### src/ctg_consts.vh
`ifndef CTG_CONSTS_VH
`define CTG_CONSTS_VH
// ----------------------------------------
// Register offsets
// ----------------------------------------
`define CTG_ADDR_CTRL 4'h0
`define CTG_ADDR_TRW 4'h1
`define CTG_ADDR_GUARD 4'h2
`define CTG_ADDR_RSW 4'h3
`define CTG_ADDR_RSD 4'h4
`define CTG_ADDR_REFD 4'h5
`define CTG_ADDR_SIGD 4'h6
`define CTG_ADDR_STAT 4'h7
`define CTG_ADDR_DATA 4'h8
// ----------------------------------------
// Field positions and reset values
// ----------------------------------------
`define CTG_CTRL_EO_BIT 0
`define CTG_CTRL_EN_BIT 1
`define CTG_CTRL_RST 2'h2
`define CTG_TRW_RST 8'h28
`define CTG_GUARD_RST 8'h04
`define CTG_RSW_RST 8'h01
`define CTG_RSD_RST 8'h01
`define CTG_REFD_RST 8'h03
`define CTG_SIGD_RST 8'h07
// ----------------------------------------
// Timing
// ----------------------------------------
`define CTG_MCLK_NS 25
`define CTG_PH_HALF_STD 8'h04
`define CTG_PH_HALF_EO 8'h08
`define CTG_EOC_CYC 3'h5
`define CTG_HOLD_NS 300
`define CTG_HOLD_CYC ((`CTG_HOLD_NS + `CTG_MCLK_NS - 1) / `CTG_MCLK_NS)
`endif

### src/ctg_sync2.v
`timescale 1ns/100ps
module ctg_sync2 (
   // Clock and reset
   input wire i_mclk,
   input wire i_rst_n,
   // Level
   input wire i_d,
   output reg o_q
);
   reg meta_r;
   always @(posedge i_mclk or negedge i_rst_n) begin
      if (!i_rst_n) begin
         meta_r <= 1'b0;
         o_q <= 1'b0;
      end else begin
         meta_r <= i_d;
         o_q <= meta_r;
      end
   end
endmodule

### src/ctg_pulse.v
`timescale 1ns/100ps
`include "ctg_consts.vh"
// Fires a pulse of i_width cycles starting i_delay cycles after i_start.
module ctg_pulse (
   // Clock and reset
   input wire i_mclk,
   input wire i_rst_n,
   // Control
   input wire i_start,
   input wire [7:0] i_delay,
   input wire [7:0] i_width,
   // Pulse
   output reg o_pulse
);
   reg [7:0] dly_r;
   reg [7:0] wid_r;
   reg arm_r;
   always @(posedge i_mclk or negedge i_rst_n) begin
      if (!i_rst_n) begin
         dly_r <= 8'h00;
         wid_r <= 8'h00;
         arm_r <= 1'b0;
         o_pulse <= 1'b0;
      end else begin
         if (i_start) begin
            arm_r <= 1'b1;
            dly_r <= i_delay;
         end else if (arm_r) begin
            if (dly_r <= 8'h01) begin
               arm_r <= 1'b0;
               o_pulse <= 1'b1;
               wid_r <= (i_width == 8'h00) ? 8'h01 : i_width;
            end else begin
               dly_r <= dly_r - 8'h01;
            end
         end
         if (o_pulse && !(arm_r && dly_r <= 8'h01 && !i_start)) begin
            if (wid_r <= 8'h01) begin
               o_pulse <= 1'b0;
            end
            wid_r <= wid_r - 8'h01;
         end
      end
   end
endmodule

### src/ctg_timing_gen.v
//
// How it works
// - First phase-one high comes one master clock after the generator starts.
// - Phase clocks run at master divided by 8, or 16 in even/odd mode.
// - Phase clocks are high and low for equal master-clock counts, except through a line transfer, which holds phase one low and phase two high.
// - Transfer pulse width comes from a configuration register.
// - Programmable guard time around the transfer pulse relative to phase one.
// - Sensor reset pulse width comes from a configuration register.
// - Reset pulse delayed from phase-one fall, or either edge in even/odd mode.
// - Reference sample delayed from phase-one fall, or either edge in even/odd.
// - Signal sample delayed from phase-one fall, or either edge in even/odd.
// - Each sample strobe is high for exactly one master clock.
// - Pixel data stays valid at least 300 ns after conversion strobe falls.
//
`timescale 1ns/100ps
`include "ctg_consts.vh"
module ctg_timing_gen (
   // Clock and reset
   input wire i_mclk,
   input wire i_rst_n,
   // Register port
   input wire [3:0] i_addr,
   input wire [7:0] i_wdata,
   input wire i_wr,
   input wire i_rd,
   output reg [7:0] o_rdata,
   // Host line sync (pin)
   input wire i_line_sync,
   // Conversion results
   input wire [7:0] i_pix_data,
   input wire i_pix_done,
   output reg [7:0] o_pix_data,
   output reg o_eoc,
   output reg o_conversion_clock_out,
   // Sensor drive
   output reg o_phase1,
   output reg o_phase2,
   output wire o_sensor_reset_pulse,
   output reg o_sensor_transfer_pulse,
   output wire o_sample_ref,
   output wire o_sample_sig
);
   // ----------------------------------------
   // Configuration registers
   // ----------------------------------------
   reg [1:0] ctrl_r;
   reg [7:0] trw_r;
   reg [7:0] guard_r;
   reg [7:0] rsw_r;
   reg [7:0] rsd_r;
   reg [7:0] refd_r;
   reg [7:0] sigd_r;
   wire eo_mode = ctrl_r[`CTG_CTRL_EO_BIT];
   wire enable = ctrl_r[`CTG_CTRL_EN_BIT];
   wire [7:0] half_len = eo_mode ? `CTG_PH_HALF_EO : `CTG_PH_HALF_STD;
   reg [7:0] pix_r;
   reg line_end_r;
   reg [1:0] xf_st_r;

   always @(posedge i_mclk or negedge i_rst_n) begin
      if (!i_rst_n) begin
         ctrl_r <= `CTG_CTRL_RST;
         trw_r <= `CTG_TRW_RST;
         guard_r <= `CTG_GUARD_RST;
         rsw_r <= `CTG_RSW_RST;
         rsd_r <= `CTG_RSD_RST;
         refd_r <= `CTG_REFD_RST;
         sigd_r <= `CTG_SIGD_RST;
      end else if (i_wr) begin
         case (i_addr)
            `CTG_ADDR_CTRL: ctrl_r <= i_wdata[1:0];
            `CTG_ADDR_TRW: trw_r <= i_wdata;
            `CTG_ADDR_GUARD: guard_r <= i_wdata;
            `CTG_ADDR_RSW: rsw_r <= i_wdata;
            `CTG_ADDR_RSD: rsd_r <= i_wdata;
            `CTG_ADDR_REFD: refd_r <= i_wdata;
            `CTG_ADDR_SIGD: sigd_r <= i_wdata;
            default: ;
         endcase
      end
   end

   always @(posedge i_mclk or negedge i_rst_n) begin
      if (!i_rst_n) begin
         o_rdata <= 8'h00;
      end else if (i_rd) begin
         case (i_addr)
            `CTG_ADDR_CTRL: o_rdata <= {6'h00, ctrl_r};
            `CTG_ADDR_TRW: o_rdata <= trw_r;
            `CTG_ADDR_GUARD: o_rdata <= guard_r;
            `CTG_ADDR_RSW: o_rdata <= rsw_r;
            `CTG_ADDR_RSD: o_rdata <= rsd_r;
            `CTG_ADDR_REFD: o_rdata <= refd_r;
            `CTG_ADDR_SIGD: o_rdata <= sigd_r;
            `CTG_ADDR_STAT: o_rdata <= {4'h0, xf_st_r, o_phase1, line_end_r};
            `CTG_ADDR_DATA: o_rdata <= pix_r;
            default: o_rdata <= 8'h00;
         endcase
      end
   end

   // ----------------------------------------
   // Phase clock divider
   // ----------------------------------------
   reg [7:0] ph_cnt_r;
   reg started_r;
   reg hold_r;
   // A count past the end, left by a live mode change, toggles at once instead of wrapping.
   wire ph_toggle = started_r && !hold_r && (ph_cnt_r >= half_len - 8'h01);
   wire ph1_fall = ph_toggle && o_phase1;
   wire ph1_rise = ph_toggle && !o_phase1;
   // Standard mode keys off the fall only; even/odd uses both edges.
   wire ph1_ref = eo_mode ? ph_toggle : ph1_fall;

   always @(posedge i_mclk or negedge i_rst_n) begin
      if (!i_rst_n) begin
         ph_cnt_r <= 8'h00;
         started_r <= 1'b0;
         o_phase1 <= 1'b0;
         o_phase2 <= 1'b0;
      end else if (!enable) begin
         ph_cnt_r <= 8'h00;
         started_r <= 1'b0;
         o_phase1 <= 1'b0;
         o_phase2 <= 1'b0;
      end else if (!started_r) begin
         started_r <= 1'b1;
         o_phase1 <= 1'b1;
         o_phase2 <= 1'b0;
         ph_cnt_r <= 8'h00;
      end else if (!hold_r) begin
         if (ph_toggle) begin
            ph_cnt_r <= 8'h00;
            o_phase1 <= ~o_phase1;
            o_phase2 <= o_phase1;
         end else begin
            ph_cnt_r <= ph_cnt_r + 8'h01;
         end
      end
   end

   // ----------------------------------------
   // Line sync and transfer pulse
   // ----------------------------------------
   localparam XF_IDLE = 2'h0;
   localparam XF_GUARD1 = 2'h1;
   localparam XF_PULSE = 2'h2;
   localparam XF_GUARD2 = 2'h3;
   wire sync_s;
   reg sync_d_r;
   reg [7:0] xf_cnt_r;

   ctg_sync2 u_sync (
      .i_mclk(i_mclk),
      .i_rst_n(i_rst_n),
      .i_d(i_line_sync),
      .o_q(sync_s)
   );

   always @(posedge i_mclk or negedge i_rst_n) begin
      if (!i_rst_n) begin
         sync_d_r <= 1'b0;
         line_end_r <= 1'b0;
         xf_st_r <= XF_IDLE;
         xf_cnt_r <= 8'h00;
         hold_r <= 1'b0;
         o_sensor_transfer_pulse <= 1'b0;
      end else begin
         sync_d_r <= sync_s;
         if (sync_s && !sync_d_r) begin
            line_end_r <= 1'b1;
         end
         case (xf_st_r)
            XF_IDLE: begin
               if (line_end_r && ph1_fall) begin
                  line_end_r <= sync_s && !sync_d_r;
                  hold_r <= 1'b1;
                  xf_cnt_r <= guard_r;
                  xf_st_r <= XF_GUARD1;
               end
            end
            XF_GUARD1: begin
               if (xf_cnt_r <= 8'h01) begin
                  o_sensor_transfer_pulse <= 1'b1;
                  xf_cnt_r <= trw_r;
                  xf_st_r <= XF_PULSE;
               end else begin
                  xf_cnt_r <= xf_cnt_r - 8'h01;
               end
            end
            XF_PULSE: begin
               if (xf_cnt_r <= 8'h01) begin
                  o_sensor_transfer_pulse <= 1'b0;
                  xf_cnt_r <= guard_r;
                  xf_st_r <= XF_GUARD2;
               end else begin
                  xf_cnt_r <= xf_cnt_r - 8'h01;
               end
            end
            XF_GUARD2: begin
               if (xf_cnt_r <= 8'h01) begin
                  hold_r <= 1'b0;
                  xf_st_r <= XF_IDLE;
               end else begin
                  xf_cnt_r <= xf_cnt_r - 8'h01;
               end
            end
            default: xf_st_r <= XF_IDLE;
         endcase
      end
   end

   // ----------------------------------------
   // Reset pulse and sample strobes
   // ----------------------------------------
   wire [7:0] dly_tab [0:2];
   wire [7:0] wid_tab [0:2];
   wire [2:0] pulses;
   assign dly_tab[0] = rsd_r;
   assign dly_tab[1] = refd_r;
   assign dly_tab[2] = sigd_r;
   assign wid_tab[0] = rsw_r;
   assign wid_tab[1] = 8'h01;
   assign wid_tab[2] = 8'h01;

   genvar g;
   generate
      for (g = 0; g < 3; g = g + 1) begin : g_pulse
         ctg_pulse u_pulse (
            .i_mclk(i_mclk),
            .i_rst_n(i_rst_n),
            .i_start(ph1_ref && !hold_r),
            .i_delay(dly_tab[g]),
            .i_width(wid_tab[g]),
            .o_pulse(pulses[g])
         );
      end
   endgenerate
   assign o_sensor_reset_pulse = pulses[0];
   assign o_sample_ref = pulses[1];
   assign o_sample_sig = pulses[2];

   // ----------------------------------------
   // End of conversion and data hold
   // ----------------------------------------
   localparam [31:0] HOLD_FULL = `CTG_HOLD_CYC;
   reg [2:0] eoc_cnt_r;
   reg [7:0] hold_cnt_r;

   always @(posedge i_mclk or negedge i_rst_n) begin
      if (!i_rst_n) begin
         pix_r <= 8'h00;
         o_pix_data <= 8'h00;
         o_eoc <= 1'b0;
         o_conversion_clock_out <= 1'b0;
         eoc_cnt_r <= 3'h0;
         hold_cnt_r <= 8'h00;
      end else begin
         if (i_pix_done && hold_cnt_r == 8'h00 && !o_eoc) begin
            pix_r <= i_pix_data;
            o_pix_data <= i_pix_data;
            o_eoc <= 1'b1;
            o_conversion_clock_out <= 1'b1;
            eoc_cnt_r <= `CTG_EOC_CYC;
         end else if (o_eoc) begin
            if (eoc_cnt_r <= 3'h1) begin
               o_eoc <= 1'b0;
               o_conversion_clock_out <= 1'b0;
               hold_cnt_r <= HOLD_FULL[7:0];
            end
            eoc_cnt_r <= eoc_cnt_r - 3'h1;
         end else if (hold_cnt_r != 8'h00) begin
            hold_cnt_r <= hold_cnt_r - 8'h01;
         end
      end
   end

   // is kept by the host; a new sync rise only sets line_end_r.
endmodule

### config.mk
export PLATFORM = sky130hd
export DESIGN_NAME = ctg_timing_gen
export DESIGN_NICKNAME = d
export VERILOG_FILES = /design/src/ctg_sync2.v /design/src/ctg_pulse.v /design/src/ctg_timing_gen.v
export VERILOG_INCLUDE_DIRS = /design/src
export SDC_FILE = /design/constraint.sdc
export NUM_CORES = 1
export LEC_CHECK = 0
export BUFFER_PORTS_ARGS = -buffer_cell sky130_fd_sc_hd__buf_2
export CAP_MARGIN = 20
export CORE_MARGIN = 2
export CORE_UTILIZATION = 55
export CTS_BUF_LIST = sky130_fd_sc_hd__clkbuf_16
export CTS_CLUSTER_DIAMETER = 120
export DETAILED_ROUTE_END_ITERATION = 8
export PLACE_DENSITY = 0.73
export SYNTH_ARGS = -nofsm -noshare
export SYNTH_HDL_FRONTEND = slang
export SYNTH_SLANG_ARGS = --single-unit
### constraint.sdc
create_clock -name i_mclk -period 4.45 [get_ports i_mclk]
set_input_delay 0.445 -clock i_mclk [delete_from_list [all_inputs] [get_ports i_mclk]]
set_output_delay 0.445 -clock i_mclk [all_outputs]
set_load 0.02 [all_outputs]
Yosys cells after proc, flatten, opt, wreduce, memory -nomap -nowiden
Index checks and enable logic that the tools add are counted.
W data, S select, Z words.
{"block": "totals", "reg_bits": 160, "in_bits": 26, "out_inout_bits": 24}
{"block": "classes", "add_sub_neg": 11, "n_lt_le_gt_ge": 9, "eq_ne": 25, "n_mux": 91, "bitwise_logic": 2, "n_reduce_logical": 63}
{"operator": "$mux W8", "n": 33}
{"operator": "$pmux W8 S9", "n": 1}
{"operator": "$sub A8 B1 Y8 const B", "n": 8}
{"operator": "$le A8 B1 Y1 const B", "n": 7}
{"operator": "$mux W1", "n": 46}
{"operator": "$pmux W8 S4", "n": 1}
{"operator": "$reduce_bool A2 Y1", "n": 14}
{"operator": "$reduce_and A2 Y1", "n": 13}
{"operator": "$reduce_and A3 Y1", "n": 6}
{"operator": "$logic_and A1 B1 Y1", "n": 17}
{"operator": "$eq A4 B3 Y1 const B", "n": 4}
{"operator": "$logic_not A8 Y1", "n": 2}
{"operator": "$ne A2 B2 Y1 const B", "n": 8}
{"operator": "$add A8 B1 Y8 const B", "n": 1}
{"operator": "$eq A4 B2 Y1 const B", "n": 2}
{"operator": "$ge A8 B8 Y1", "n": 1}
{"operator": "$mux W2", "n": 4}
{"operator": "$ne A2 B1 Y1 const B", "n": 4}
{"operator": "$pmux W2 S4", "n": 1}
{"operator": "$reduce_bool A8 Y1", "n": 1}
{"operator": "$logic_not A1 Y1", "n": 7}
{"operator": "$mux W3", "n": 2}
{"operator": "$sub A4 B1 Y5 const B", "n": 1}
{"operator": "$eq A2 B2 Y1 const B", "n": 2}
{"operator": "13 further kinds", "n": 15}

Depth between registers and ports, before layout
{"block": "logic_depth", "ltp_word": 13, "depth_mapped": 9}

Modules after synthesis
A second synthesis with hierarchy kept.
{"block": "hier_totals", "cells_unflattened": 789, "area_unflattened_um2": 8424.3}
{"mod": "ctg_timing_gen", "instances": 1, "cells_per_inst": 457, "area_each_um2": 5206.2, "seq_area_each_um2": 2616.3}
{"mod": "ctg_pulse", "instances": 3, "cells_per_inst": 110, "area_each_um2": 1056.0, "seq_area_each_um2": 450.4}
{"mod": "ctg_sync2", "instances": 1, "cells_per_inst": 2, "area_each_um2": 50.0, "seq_area_each_um2": 50.0}

Worst setup path after synthesis
OpenSTA, ideal clock, no wires.
{"block": "synth_timing", "kind": "register -> register", "start": "register ctrl_r[0]", "end": "register g_pulse[0].u_pulse.dly_r[3]", "arrival_time_ps": 1902, "t_required_ps": 4309, "setup_slack_ps": 2407, "path_stages_with_launch": 8, "path_cell_list": "dfrtp_1 -> inv_1 -> ha_1 -> a211oi_1 -> a211o_1 -> clkbuf_1 -> clkbuf_1 -> a31oi_1"}
{"block": "synth_between", "elab_chain_len": 9, "elab_cells_between_ends": 11}
{"item": "start: declaration", "line": "ctg_timing_gen.v:46", "text": "reg [1:0] ctrl_r;"}
{"item": "start signal: assignment", "line": "ctg_timing_gen.v:62", "text": "ctrl_r <= `CTG_CTRL_RST;"}
{"item": "start signal: assignment", "line": "ctg_timing_gen.v:71", "text": "`CTG_ADDR_CTRL: ctrl_r <= i_wdata[1:0];"}
{"item": "$mux W4 (no source line)"}
{"item": "$sub A4 B1 Y5", "line": "ctg_timing_gen.v:109", "text": "wire ph_toggle = started_r && !hold_r && (ph_cnt_r >= half_len - 8'h01);"}
{"item": "$ge A8 B8 Y1", "line": "ctg_timing_gen.v:109"}
{"item": "$logic_and A1 B1 Y1", "line": "ctg_timing_gen.v:109"}
{"item": "$logic_and A1 B1 Y1", "line": "ctg_timing_gen.v:110", "text": "wire ph1_fall = ph_toggle && o_phase1;"}
{"item": "$mux W1 (*)", "line": "ctg_timing_gen.v:113", "text": "wire ph1_ref = eo_mode ? ph_toggle : ph1_fall;"}
{"item": "$logic_and A1 B1 Y1 (*)", "line": "ctg_timing_gen.v:232", "text": ".i_start(ph1_ref && !hold_r),"}
{"item": "$ne A2 B1 Y1 (no source line) or $reduce_bool A2 Y1 (tied branches)"}
{"item": "$reduce_and A2 Y1 (no source line)"}
{"item": "end signal: assignment", "line": "ctg_pulse.v:27", "text": "dly_r <= i_delay;"}
{"item": "end signal: assignment", "line": "ctg_pulse.v:34", "text": "dly_r <= dly_r - 8'h01;"}
{"item": "end: declaration", "line": "ctg_pulse.v:15", "text": "reg [7:0] dly_r;"}
Every way passes the cells marked *; elsewhere a longest branch is shown, timed or not.
A chain may end at the register's enable or synchronous reset.

Worst setup path in the final report
{"block": "layout_timing", "start": "register ctrl_r[0]", "end": "register g_pulse[0].u_pulse.wid_r[0]"}
{"block": "layout_between", "elab_chain_len": 13, "elab_cells_between_ends": 16}
{"item": "$mux W4 (no source line)"}
{"item": "$sub A4 B1 Y5", "line": "ctg_timing_gen.v:109"}
{"item": "$ge A8 B8 Y1", "line": "ctg_timing_gen.v:109"}
{"item": "$logic_and A1 B1 Y1", "line": "ctg_timing_gen.v:109"}
{"item": "$logic_and A1 B1 Y1", "line": "ctg_timing_gen.v:110"}
{"item": "$mux W1 (*)", "line": "ctg_timing_gen.v:113"}
{"item": "$logic_and A1 B1 Y1 (*)", "line": "ctg_timing_gen.v:232"}
{"item": "$logic_not A1 Y1", "line": "ctg_pulse.v:37", "text": "if (o_pulse && !(arm_r && dly_r <= 8'h01 && !i_start)) begin"}
{"item": "$logic_and A1 B1 Y1", "line": "ctg_pulse.v:37"}
{"item": "$logic_not A1 Y1", "line": "ctg_pulse.v:37"}
{"item": "$logic_and A1 B1 Y1", "line": "ctg_pulse.v:37"}
{"item": "$ne A2 B2 Y1 (no source line) or $reduce_bool A2 Y1 (tied branches)"}
{"item": "$reduce_and A3 Y1 (no source line)"}
{"item": "end signal: assignment", "line": "ctg_pulse.v:32", "text": "wid_r <= (i_width == 8'h00) ? 8'h01 : i_width;"}
{"item": "end signal: assignment", "line": "ctg_pulse.v:41", "text": "wid_r <= wid_r - 8'h01;"}
{"item": "end: declaration", "line": "ctg_pulse.v:16", "text": "reg [7:0] wid_r;"}
Marks and branches as above.

==> summary.txt <==
Critical path
  • Worst Setup Start Kind: flop
  • CP delay by family, top: simple AND/OR/NAND/NOR gates
  • Critical Path Max Stage Delay: 0.40 ns
  • Buf+Inv Stages, Crit Path: 2
  • Worst Setup End Kind: flop
  • Arrival @ worst endpoint: 2.81 ns
  • Critical Path RT: 4.75 ns
  • Crit-path max FO: 22
  • Cells along the critical path: inv_1 -> ha_1 -> a211oi_1 -> a211o_1 -> buf_4 -> nand3_2 -> nor3_1 -> a21oi_1
  • WS Path Type: flop to flop
  • Slowest-stage cell, CP: dfrtp_1

Power
  • Clock power frac: 0.319
  • Switch share: 0.3294
  • Leakage power: 4.198 nW
  • Seq pwr share: 0.412
  • Combinational fraction of design power: 0.268
  • Worst vdd ir: 0.3646 mV
  • Int Pwr: about 3.3 mW
  • Switching power: 1.641 mW
  • P per Cell Area: roughly 530 nW/um^2

Clock tree
  • CTS Root Cell: clkbuf_16
  • Number of CTS-inserted buffers: 17
  • Postcts setup bufs: 0
  • H-tree depth: 4
  • Maximum buffer depth of the clock tree: 2
  • Post-CTS resize count: 0
  • Hold_buf cts: 0
  • Worst-path clk slew: about 0.060 ns
  • CTS tree: yes
  • Skew-Pair Late Insertion Delay: 0.43 ns
  • TritonCTS Sinks: 160

Global route
  • Largest net degree at the start of global routing: 79
  • Total Routing Usage GR: 0.2506
  • Initial antenna violation count: 1
  • Global-route wire length before repair: ~32000 um
  • Total grt overflow: 0
  • Via count of the first global-routing pass: 6314

STA
  • Max transition margin: 0.4827
  • Post-Route Setup TNS: 0 ns
  • Minimum clock period: 2.512 ns
  • RSZ-0062 raised after global routing: false
  • Worst slew pin tran: 0.7701 ns
  • Clock Skew: 0.006126 ns
  • Worst Slack Setup Final: 1.938 ns
  • Final hold violations: 0
  • Final Max Tran Viols: 0
  • Final setup vio count: 0
  • Fin Hold WS: 0.04842 ns
  • Fmax achieved: about 400 MHz
  • Final period util: 0.5646

Route
  • Routed via count: about 6300
  • DRC Markers: 0
  • Via-per-instance ratio: between 6 and 7
  • Initial drt markers: roughly 580
  • Routed wire per std cell: around 19 um
  • Final wirelength: 19220 um
  • Routed Antenna Nets: 0
  • Pre-antenna DRT Iters: 5

Placed design
  • DP Area: 8707 um^2
  • DP HPWL: 13470 um
  • Port buffer count: 49
  • RD Place Congestion: 0.9505
  • Pre-CTS setup slack: 1.869 ns

Synth
  • Seq cells post-synth: 160
  • Post-Synth Simple-Gate Area: 0.1612
  • Ys async rst share: 1.000
  • Top FF cell, synth: dfrtp_1
  • Mapped Avg Cell Area: about 10 um^2
  • Post-synth EDFFs: 0
  • Adder-cell area share of the yosys netlist: 0.03615
  • Synth Net Count: 842
  • Ranking of synthesized cells by area: dfrtp_1 45%, mux2_2 8.7%, ha_1 3.6%, dfstp_2 3.5%, nor2_1 3.4%
  • Largest family of logic cells by synthesized area: simple AND/OR/NAND/NOR gates
  • Mux contribution to synthesized area: 0.1115
  • Xor/xnor share of the synthesized area: 0.04112
  • Cell variety after synth: 71
  • Yosys top cell by area: dfrtp_1
  • Ys Warns: 0
  • Syn Inst Count: 792
  • Yosys top cell area share: 0.4489
  • Sequential-to-total area share from yosys stat: 0.4837
  • Post-synthesis compound-gate area fraction: 0.1387
  • Netlist Area Pre-Place: 8307 um^2

Floorplan
  • I/O pins: 50
  • Core area: 14640 um^2
  • Die area: 16100 um^2
  • Initial Util: 0.5672
  • # rows: 44
  • Die Wd: 126.9 um
  • DIE HEIGHT: 126.9 um

Layout
  • Area of the multi-input gates: between 4000 and 5000 um^2
  • Final Net Count: between 800 and 900
  • Filler Cells Inserted: about 1200
  • Area growth, synth to finish: 12.73%
  • Design Area, Final: 9364 um^2
  • FF/Latch Area: 4018 um^2
  • Layout cell share with drive strength beyond 1: 0.2218

Worst hold path
  • Hold Path Class: primary input to async pin

Outcome
  • Status: finished, final reports clean

Flow run
  • Max-Cap Viols: 0
## placed cells by master (no fill, tap or decap), types with 6 or more instances in the layout
master / netlist / routed
o211ai_1: 6 / 6
a22o_1: 9 / 9
o21ai_1: 7 / 7
o22ai_1: 6 / 6
dfrtp_1: 149 / 149
xnor2_1: 24 / 24
a31oi_1: 8 / 8
inv_1: 33 / 33
nor2_1: 76 / 76
nor2b_1: 7 / 6
a21oi_2: 8 / 8
a21oi_1: 35 / 35
ha_1: 24 / 24
dfstp_2: 11 / 11
o21a_1: 6 / 6
and3_1: 6 / 6
nand3_1: 18 / 18
xor2_1: 15 / 15
nand2b_1: 16 / 16
mux2i_1: 19 / 19
o21ai_0: 28 / 28
mux2_2: 64 / 64
clkbuf_16: 0 / 17
nor4_1: 9 / 9
or3_1: 7 / 7
nand2_1: 67 / 67
buf_2: 4 / 48
nor3_1: 17 / 17
## registers in the layout, summed over array words and instances (netlist names), 8 cells and up
name	cells
trw_r	8
sigd_r	8
ph_cnt_r	8
guard_r	8
o_rdata	8
g_pulse.u_pulse.dly_r	24
hold_cnt_r	8
g_pulse.u_pulse.wid_r	24
xf_cnt_r	8
rsd_r	8
refd_r	8
rsw_r	8
pix_r	8
## routing by layer
metal,vias up,wire length [um],GRT usage
li1,2944,-,-
met1,3127,8416,0.3261
met2,184,9311,0.4127
met3,47,965,0.06200
met4,0,528,0.08662
met5,-,0,0
## Yosys cell counts, types with 4 or more instances
| library cell | n |
|---|---|
| a21oi_2 | 8 |
| o211ai_1 | 6 |
| dfrtp_1 | 149 |
| buf_2 | 4 |
| o21ai_1 | 7 |
| a21oi_1 | 35 |
| o21ai_0 | 28 |
| nor2b_1 | 7 |
| xnor2_1 | 24 |
| nor3b_1 | 4 |
| o2bb2ai_1 | 4 |
| nor2_1 | 76 |
| or4_1 | 5 |
| a22oi_1 | 4 |
| dfstp_2 | 11 |
| o21a_1 | 6 |
| and3_1 | 6 |
| ha_1 | 24 |
| a21o_1 | 5 |
| or3_1 | 7 |
| nand3_1 | 18 |
| a22o_1 | 9 |
| clkbuf_1 | 19 |
| xor2_1 | 15 |
| nand2_1 | 67 |
| o22ai_1 | 6 |
| a31oi_1 | 8 |
| mux2i_1 | 19 |
| nor3_1 | 17 |
| mux2_2 | 64 |
| nor4_1 | 9 |
| nand2b_1 | 16 |
| o31ai_1 | 4 |
| inv_1 | 33 |
| nand3b_1 | 5 |
| a211oi_1 | 5 |
## logic make-up after synthesis
logic type	after synthesis
XOR/XNOR	39
AO/OA/AOI/OAI	167
buffers and inverters	58
multiplexers	84
flip-flops	160
adder cells (fa/ha/maj)	24
AND/OR/NAND/NOR	260
## final cells by class
cell class,count,share of cell area
multi-input cells,574,0.4337
flip-flops and latches,160,0.4290
well taps,184,0.02459
diodes,1,0.0002672
clock inverters,15,0.02285
clock buffers,17,0.04543
repair buffers,53,0.03087
inverters,33,0.01323
## power by group through the flow
stage	clock network, mW	logic [mW]	registers, mW
floorplan	0	0.947	2.03
global placement	0	1.27	2.06
detailed placement	0	1.33	2.07
CTS	1.61	1.34	2.05
global route	1.68	1.49	2.09
finish	1.59	1.34	2.05
## per-stage QoR
stage	cells	total power, mW	utilization
finish	1037	4.982	0.6394
global route	1037	5.251	0.6394
CTS	1035	4.991	0.6382
detailed placement	1003	3.397	0.5946
global placement	1003	3.332	0.5946
floorplan	792	2.980	-
## final timing paths
kind | startpoint | end | slack, ns | depth (start not counted)
min | i_rst_n | g_pulse[2].u_pulse.o_pulse | 0.05 | 1
min reg2reg | u_sync.meta_r | u_sync.o_q | 0.35 | 0
max | ctrl_r[0] | g_pulse[0].u_pulse.wid_r[0] | 1.94 | 8
max reg2reg | ctrl_r[0] | g_pulse[0].u_pulse.wid_r[0] | 1.94 | 8
max in group asynchronous | i_rst_n | g_pulse[2].u_pulse.dly_r[6] | 3.31 | 2
min in group i_mclk | i_line_sync | u_sync.meta_r | 0.12 | 1
## worst reg2reg max path, stage by stage, from the launching register on
cell	delay (ns)
dfrtp_1	0.40
inv_1	0.06
ha_1	0.29
a211oi_1	0.39
a211o_1	0.20
buf_4	0.27
nand3_2	0.41
nor3_1	0.32
a21oi_1	0.06
Power figures use the tool's default switching activity.
